File: config.mk
export PLATFORM = sky130hd
export DESIGN_NAME = ser_status_event
export DESIGN_NICKNAME = d
export VERILOG_FILES = /design/src/hdl/ser_pkg.sv /design/src/hdl/ser_status_event.sv
export SDC_FILE = /design/constraint.sdc
export NUM_CORES = 1
export LEC_CHECK = 0
export ABC_AREA = 1
export ABC_CLOCK_PERIOD_IN_PS = 1200
export BUFFER_PORTS_ARGS = -buffer_cell sky130_fd_sc_hd__buf_4
export CAP_MARGIN = 20
export CORE_UTILIZATION = 40
export DETAILED_ROUTE_END_ITERATION = 10
export PLACE_DENSITY_LB_ADDON = 0.2
export SLEW_MARGIN = 20
export SYNTH_ARGS = -nofsm -noshare
export SYNTH_HDL_FRONTEND = slang
export SYNTH_SLANG_ARGS = --single-unit
export TNS_END_PERCENT = 30
File: constraint.sdc
create_clock -name sys_clk -period 1.2 [get_ports sys_clk]
set_clock_uncertainty 0.15 [all_clocks]
set_input_delay 0.06 -clock sys_clk [delete_from_list [all_inputs] [get_ports sys_clk]]
set_output_delay 0.06 -clock sys_clk [all_outputs]
set_load 0.01 [all_outputs]
File: src/hdl/ser_pkg.sv
package ser_pkg;

    // ****************************************************************
    // Command codes presented by the upstream command parser.
    // ****************************************************************
    localparam logic [2:0] CMD_NONE = 3'h0;   // No command.
    localparam logic [2:0] CMD_ENABLE_SET = 3'h1;   // Load whole mask.
    localparam logic [2:0] CMD_ENABLE_BIT_SET = 3'h2;   // Write one mask bit.
    localparam logic [2:0] CMD_ENABLE_QUERY = 3'h3;   // Read whole mask.
    localparam logic [2:0] CMD_ENABLE_BIT_QUERY = 3'h4;   // Read one mask bit.
    localparam logic [2:0] CMD_ERROR_QUERY = 3'h5;   // Read and clear word.
    localparam logic [2:0] CMD_ERROR_BIT_QUERY = 3'h6;   // Read, clear one bit.
    localparam logic [2:0] CMD_STATUS_QUERY = 3'h7;   // Read, clear status.

    // ****************************************************************
    // Field positions and widths.
    // ****************************************************************
    localparam int EVENT_WIDTH = 8;            // Event status and mask width.
    localparam int ERROR_WIDTH = 16;           // Error status word width.
    localparam int EVT_OPC = 0;                // Operation complete.
    localparam int EVT_EXE = 4;                // Execution error.
    localparam int EVT_CME = 5;                // Command syntax error.
    localparam int EVT_PON = 7;                // Power-on.
    localparam int ERR_SELFTEST = 0;           // Selftest failure.
    localparam int ERR_FIRST_PIRANI = 11;      // First Pirani gauge fault.
    localparam int SPOLL_SUMMARY = 5;          // Summary bit in serial poll.

    // Only bits 0, 4, 5 and 7 of the event status are implemented.
    localparam logic [7:0] EVENT_USED = 8'hb1;
    // Only bits 0 to 11 of the error word have sources.
    localparam logic [15:0] ERROR_USED = 16'h0fff;

    // ****************************************************************
    // Reset values.
    // ****************************************************************
    localparam logic [7:0] ENABLE_RESET = 8'h00;
    localparam logic [7:0] EVENT_RESET = 8'h00;
    localparam logic [15:0] ERROR_RESET = 16'h0000;

    // A command as handed over by the parser.
    typedef struct packed {
        logic valid;       // One-cycle strobe.
        logic [2:0] code;  // Command code.
        logic [7:0] arg_a; // Value or bit index.
        logic arg_b;       // Bit value for single-bit set.
    } ser_cmd_t;

    // A query answer.
    typedef struct packed {
        logic valid;        // One-cycle strobe.
        logic [15:0] value; // Decimal value as binary.
    } ser_reply_t;

endpackage

File: src/hdl/ser_status_event.sv
`timescale 1ns/10ps
`default_nettype none

module ser_status_event
(
    input wire logic sys_clk,
    input wire logic sys_rst,
    input wire ser_pkg::ser_cmd_t cmd,
    input wire logic clear_status,
    input wire logic power_on_clear,
    input wire logic power_up,
    input wire logic [ser_pkg::EVENT_WIDTH-1:0] event_set,
    input wire logic [ser_pkg::ERROR_WIDTH-1:0] error_set,
    input wire logic spoll_summary_enable,
    output ser_pkg::ser_reply_t reply,
    output logic [ser_pkg::EVENT_WIDTH-1:0] enable_mask,
    output logic [ser_pkg::EVENT_WIDTH-1:0] event_status,
    output logic [ser_pkg::ERROR_WIDTH-1:0] error_status,
    output logic event_summary,
    output logic service_request
);

    // ****************************************************************
    // Command decode.
    // ****************************************************************

    // Each strobe is high for the one cycle in which a command arrives.
    logic do_set;
    logic do_bit_set;
    logic do_err_all;
    logic do_err_bit;
    logic do_evt_read;
    // Bit masks selected by the index argument, zero when out of range.
    logic [ser_pkg::EVENT_WIDTH-1:0] evt_index_mask;
    logic [ser_pkg::ERROR_WIDTH-1:0] err_index_mask;
    // Masks of bits cleared this cycle, by a read or, for events, also a status clear.
    logic [ser_pkg::ERROR_WIDTH-1:0] err_clear;
    logic [ser_pkg::EVENT_WIDTH-1:0] evt_clear;
    // Next value of the enable mask, read by the summary logic.
    logic [ser_pkg::EVENT_WIDTH-1:0] next_enable_mask;
    // Next values of the two status registers.
    logic [ser_pkg::ERROR_WIDTH-1:0] next_error_status;
    logic [ser_pkg::EVENT_WIDTH-1:0] next_event_status;

    assign do_set = cmd.valid && (cmd.code == ser_pkg::CMD_ENABLE_SET);
    assign do_bit_set = cmd.valid && (cmd.code == ser_pkg::CMD_ENABLE_BIT_SET);
    assign do_err_all = cmd.valid && (cmd.code == ser_pkg::CMD_ERROR_QUERY);
    assign do_err_bit = cmd.valid &&
        (cmd.code == ser_pkg::CMD_ERROR_BIT_QUERY);
    assign do_evt_read = cmd.valid && (cmd.code == ser_pkg::CMD_STATUS_QUERY);

    // Decode the index into a one-hot mask; large indices select nothing.
    always_comb
    begin
        evt_index_mask = '0;
        err_index_mask = '0;
        if (cmd.arg_a < 8'(ser_pkg::EVENT_WIDTH))
        begin
            evt_index_mask[cmd.arg_a[2:0]] = 1'b1;
        end
        if (cmd.arg_a < 8'(ser_pkg::ERROR_WIDTH))
        begin
            err_index_mask[cmd.arg_a[3:0]] = 1'b1;
        end
    end

    // ****************************************************************
    // Enable mask.
    // ****************************************************************

    // The mask holds its value until a set command rewrites it.
    always_comb
    begin
        next_enable_mask = enable_mask;
        if (do_set)
        begin
            next_enable_mask = cmd.arg_a;
        end
        else if (do_bit_set)
        begin
            // Only the indexed bit changes; others keep their value.
            next_enable_mask = (enable_mask & ~evt_index_mask) |
                ({ser_pkg::EVENT_WIDTH{cmd.arg_b}} & evt_index_mask);
        end
    end

    // The mask register. The summary reads the next value, so that it
    // never lags a mask write by one cycle.
    always_ff @(posedge sys_clk)
    begin
        if (sys_rst)
        begin
            enable_mask <= ser_pkg::ENABLE_RESET;
        end
        else
        begin
            enable_mask <= next_enable_mask;
        end
    end

    // ****************************************************************
    // Standard event status.
    // ****************************************************************

    // A read or clear-status empties the register; a new event in the
    // same cycle still lands, so the set wins over the clear.
    always_comb
    begin
        evt_clear = '0;
        if (do_evt_read || clear_status ||
            (power_up && power_on_clear))
        begin
            evt_clear = '1;
        end
        next_event_status = ((event_status & ~evt_clear) | event_set) &
            ser_pkg::EVENT_USED;
    end

    // The event status register is sticky until cleared.
    always_ff @(posedge sys_clk)
    begin
        if (sys_rst)
        begin
            event_status <= ser_pkg::EVENT_RESET;
        end
        else
        begin
            event_status <= next_event_status;
        end
    end

    // ****************************************************************
    // Error status word.
    // ****************************************************************

    // The whole-word query clears every bit, an indexed query only one.
    always_comb
    begin
        err_clear = '0;
        if (do_err_all)
        begin
            err_clear = '1;
        end
        else if (do_err_bit)
        begin
            err_clear = err_index_mask;
        end
        // Bit 0 is selftest, 1 to 11 the listed faults; set wins.
        next_error_status = ((error_status & ~err_clear) | error_set) &
            ser_pkg::ERROR_USED;
    end

    // The error word is sticky until read.
    always_ff @(posedge sys_clk)
    begin
        if (sys_rst)
        begin
            error_status <= ser_pkg::ERROR_RESET;
        end
        else
        begin
            error_status <= next_error_status;
        end
    end

    // ****************************************************************
    // Summary and service request.
    // ****************************************************************

    // Recomputed every cycle from the next status and mask values.
    always_ff @(posedge sys_clk)
    begin
        if (sys_rst)
        begin
            event_summary <= 1'b0;
            service_request <= 1'b0;
        end
        else
        begin
            event_summary <= |(next_event_status & next_enable_mask);
            service_request <= (|(next_event_status & next_enable_mask)) &&
                spoll_summary_enable;
        end
    end

    // ****************************************************************
    // Query answers.
    // ****************************************************************

    // Answers show the value before any clear from the same query.
    always_ff @(posedge sys_clk)
    begin
        if (sys_rst)
        begin
            reply <= '0;
        end
        else
        begin
            reply.valid <= 1'b0;
            reply.value <= '0;
            if (cmd.valid)
            begin
                unique case (cmd.code)
                    ser_pkg::CMD_ENABLE_QUERY:
                    begin
                        reply.valid <= 1'b1;
                        reply.value <= {8'h00, enable_mask};
                    end
                    ser_pkg::CMD_ENABLE_BIT_QUERY:
                    begin
                        reply.valid <= 1'b1;
                        reply.value <= {15'h0000,
                            |(enable_mask & evt_index_mask)};
                    end
                    ser_pkg::CMD_ERROR_QUERY:
                    begin
                        reply.valid <= 1'b1;
                        reply.value <= error_status;
                    end
                    ser_pkg::CMD_ERROR_BIT_QUERY:
                    begin
                        reply.valid <= 1'b1;
                        reply.value <= {15'h0000,
                            |(error_status & err_index_mask)};
                    end
                    ser_pkg::CMD_STATUS_QUERY:
                    begin
                        reply.valid <= 1'b1;
                        reply.value <= {8'h00, event_status};
                    end
                    default:
                    begin
                        reply.valid <= 1'b0;
                    end
                endcase
            end
        end
    end

endmodule

`default_nettype wire

==> impl_metrics.json <==
{
  "gp_congestion": 0.979,
  "fp.dieW_um": 74.8,
  "cp-startpoint": "error_status[11]",
  "layout_commonest_cell": "buf_4",
  "drive_above_1_share": 0.424,
  "tns_ps": -13.2,
  "cts.root.buffer_cell": "clkbuf_8",
  "post-dp-hpwl_mm": 5.29,
  "synth_cell_types": 28,
  "netlist_area_um2": 2120,
  "io_pins": 94,
  "crit_path_start_kind": "register",
  "worst_slack_ps": -13.2,
  "p_leak_nw": 1.79,
  "tritoncts": "yes",
  "row_count": 26,
  "dieArea_um2": 5600,
  "arrival_ps": 1260,
  "clock-sinks": 39,
  "avgViaCountPerCell": 4.92,
  "wl_per_cell_um": 13.1,
  "grt_antenna_before_repair": 0,
  "clock_path_buffers": 2,
  "cts_buffers": 5,
  "critPathCaptureType": "register",
  "grt_max_degree": 27,
  "drtAntennaViolNets": 0,
  "fin_crit_sh": 1.01,
  "yosysSeqAreaShare": 0.368,
  "grt_usage": 0.267,
  "ff2ff_path_depth": 7,
  "grt_overflow_total": 0,
  "hp-start": "event_set[0]",
  "avgSynthCellArea_um2": 6.57,
  "status": "finished with violations",
  "busiest_layer": "met2",
  "io_buffers": 73,
  "clock_latency_ps": 290,
  "placed_cell_area_um2": 3210,
  "rsz0062_at_grt": "yes",
  "die_y_um": 74.8,
  "place_ws_ps": -302,
  "coreArea_um2": 5110,
  "htreeDepth": 2,
  "vias": 2721,
  "r2r_start": "error_status[11]",
  "firstDrtPassIters": 5,
  "met1_usage": 0.367,
  "ys_ff_latch": 39,
  "final_area_um2": 3640,
  "grt_use_met3": 0.0428,
  "total_power_mw": 3.25,
  "clkTransAtPathRegs_ps": 80,
  "final-setup-viol-count": 1,
  "max_freq_mhz": 824,
  "nets": 525,
  "syn_to_final_growth_pct": 71.8,
  "crit_required_ps": 1240,
  "start_util": 0.415,
  "drt_iter0_markers": 181,
  "final_cell_mix": "buf_4, nand2_1, inv_1, dfxtp_1, nor2_1",
  "grtUsageMet2": 0.431,
  "hold_violations": 0,
  "grt_pass1_vias": 2383,
  "hold_depth": 5,
  "violations": "setup timing",
  "synth_cells": 323,
  "ir_drop_mv": 0.400,
  "post-route-drc-count": 0,
  "path_class": "reg2reg",
  "maxSlewViolCount": 0,
  "insertedDiodeCount": 0,
  "worstHoldPathType": "in2reg",
  "grt_first_pass_wirelength_mm": 11.2,
  "critical_path.max_fanout": 2,
  "drt_wl_total_mm": 7.26,
  "ys_warn_count": 0,
  "p_per_area_nw_per_um2": 891,
  "drv_cap": 0,
  "post-route-min-period_ps": 1210
}
-- metal layers --
layer  part of all wire  vias up
met1               0.42     1237
met4              0.020        0
met2               0.48      133
li1                   -     1333
met5                  0        -
met3              0.079       18
-- where the power goes --
part	switching [mW]	total [mW]	leakage [nW]	internal [mW]
sequential	0.0310	1.38	0.322	1.35
clock	0.475	1.15	0.0612	0.673
combinational	0.357	0.719	1.41	0.362
-- Yosys cell counts --
master	number	area, um^2
a21oi_1	13	65.1
a31oi_1	13	81.3
and2_1	1	6.26
buf_2	2	10.0
buf_4	13	97.6
buf_6	1	11.3
clkbuf_1	3	11.3
conb_1	1	3.75
dfxtp_1	39	781
inv_1	40	150
inv_2	2	7.51
inv_6	1	8.76
nand2_1	88	330
nand2_2	1	6.26
nand2_4	1	11.3
nand3_1	28	140
nand3_2	1	10.0
nand4_1	5	31.3
nor2_1	38	143
nor2_2	10	62.6
nor2_4	1	11.3
nor3_1	2	10.0
nor3_2	1	10.0
o211ai_1	8	60.1
o21ai_0	6	30.0
o21ai_2	1	8.76
o311ai_0	2	17.5
or2_2	1	6.26
-- worst max-delay path, stage by stage, from the launching register on --
cell	delay [ps]
dfxtp_1	320
nand4_1	110
nand2_1	70
nor2_1	100
nand3_1	100
nand2_1	80
nand3_1	60
and2_1	130
-- stage by stage --
stage                     cells  hold WS [ps]   util
after global placement      524           117  0.628
final                       553          1.44  0.714
after floorplan             334          27.7      -
after detailed placement    524           129  0.628
after CTS                   551         -12.9  0.689
after global routing        553          11.9  0.714
-- sequential cells by signal (all words and copies together), names as in the netlist --
register,count
event_summary,1
reply,13
error_status,12
event_status,4
enable_mask,8
service_request,1
-- worst paths after layout --
path / slack (ps) / end
worst max-delay path: -10 / reply[0]
worst min-delay path: 1 / event_status[0]
worst max register to register: -10 / reply[0]
worst min register to register: 420 / reply[9]
-- cells by family after synthesis --
family,share of synthesized area
DFF,0.368
AOI/OAI and AO/OA,0.124
and+or+nand+nor,0.367
other,0.00177
buffers and inverters,0.140
-- layout make-up --
| cell class | count | area (um^2) |
|---|---|---|
| clock inverter | 2 | 35.0 |
| clock buffer | 6 | 82.6 |
| fill | 417 | 1460 |
| sequential | 39 | 788 |
| tap | 70 | 87.6 |
| timing repair buffer | 160 | 1250 |
| inverter | 43 | 171 |
| multi-input combinational | 233 | 1230 |
-- repair_timing --
action,4_1_cts,5_1_grt
gates cloned,0,0
setup endpoints to repair,1,15
hold endpoints to repair,20,0
setup buffers,0,3
gates resized for setup,0,41
pin swaps,2,18
hold buffers,19,0
Power figures use the tool's default switching activity.
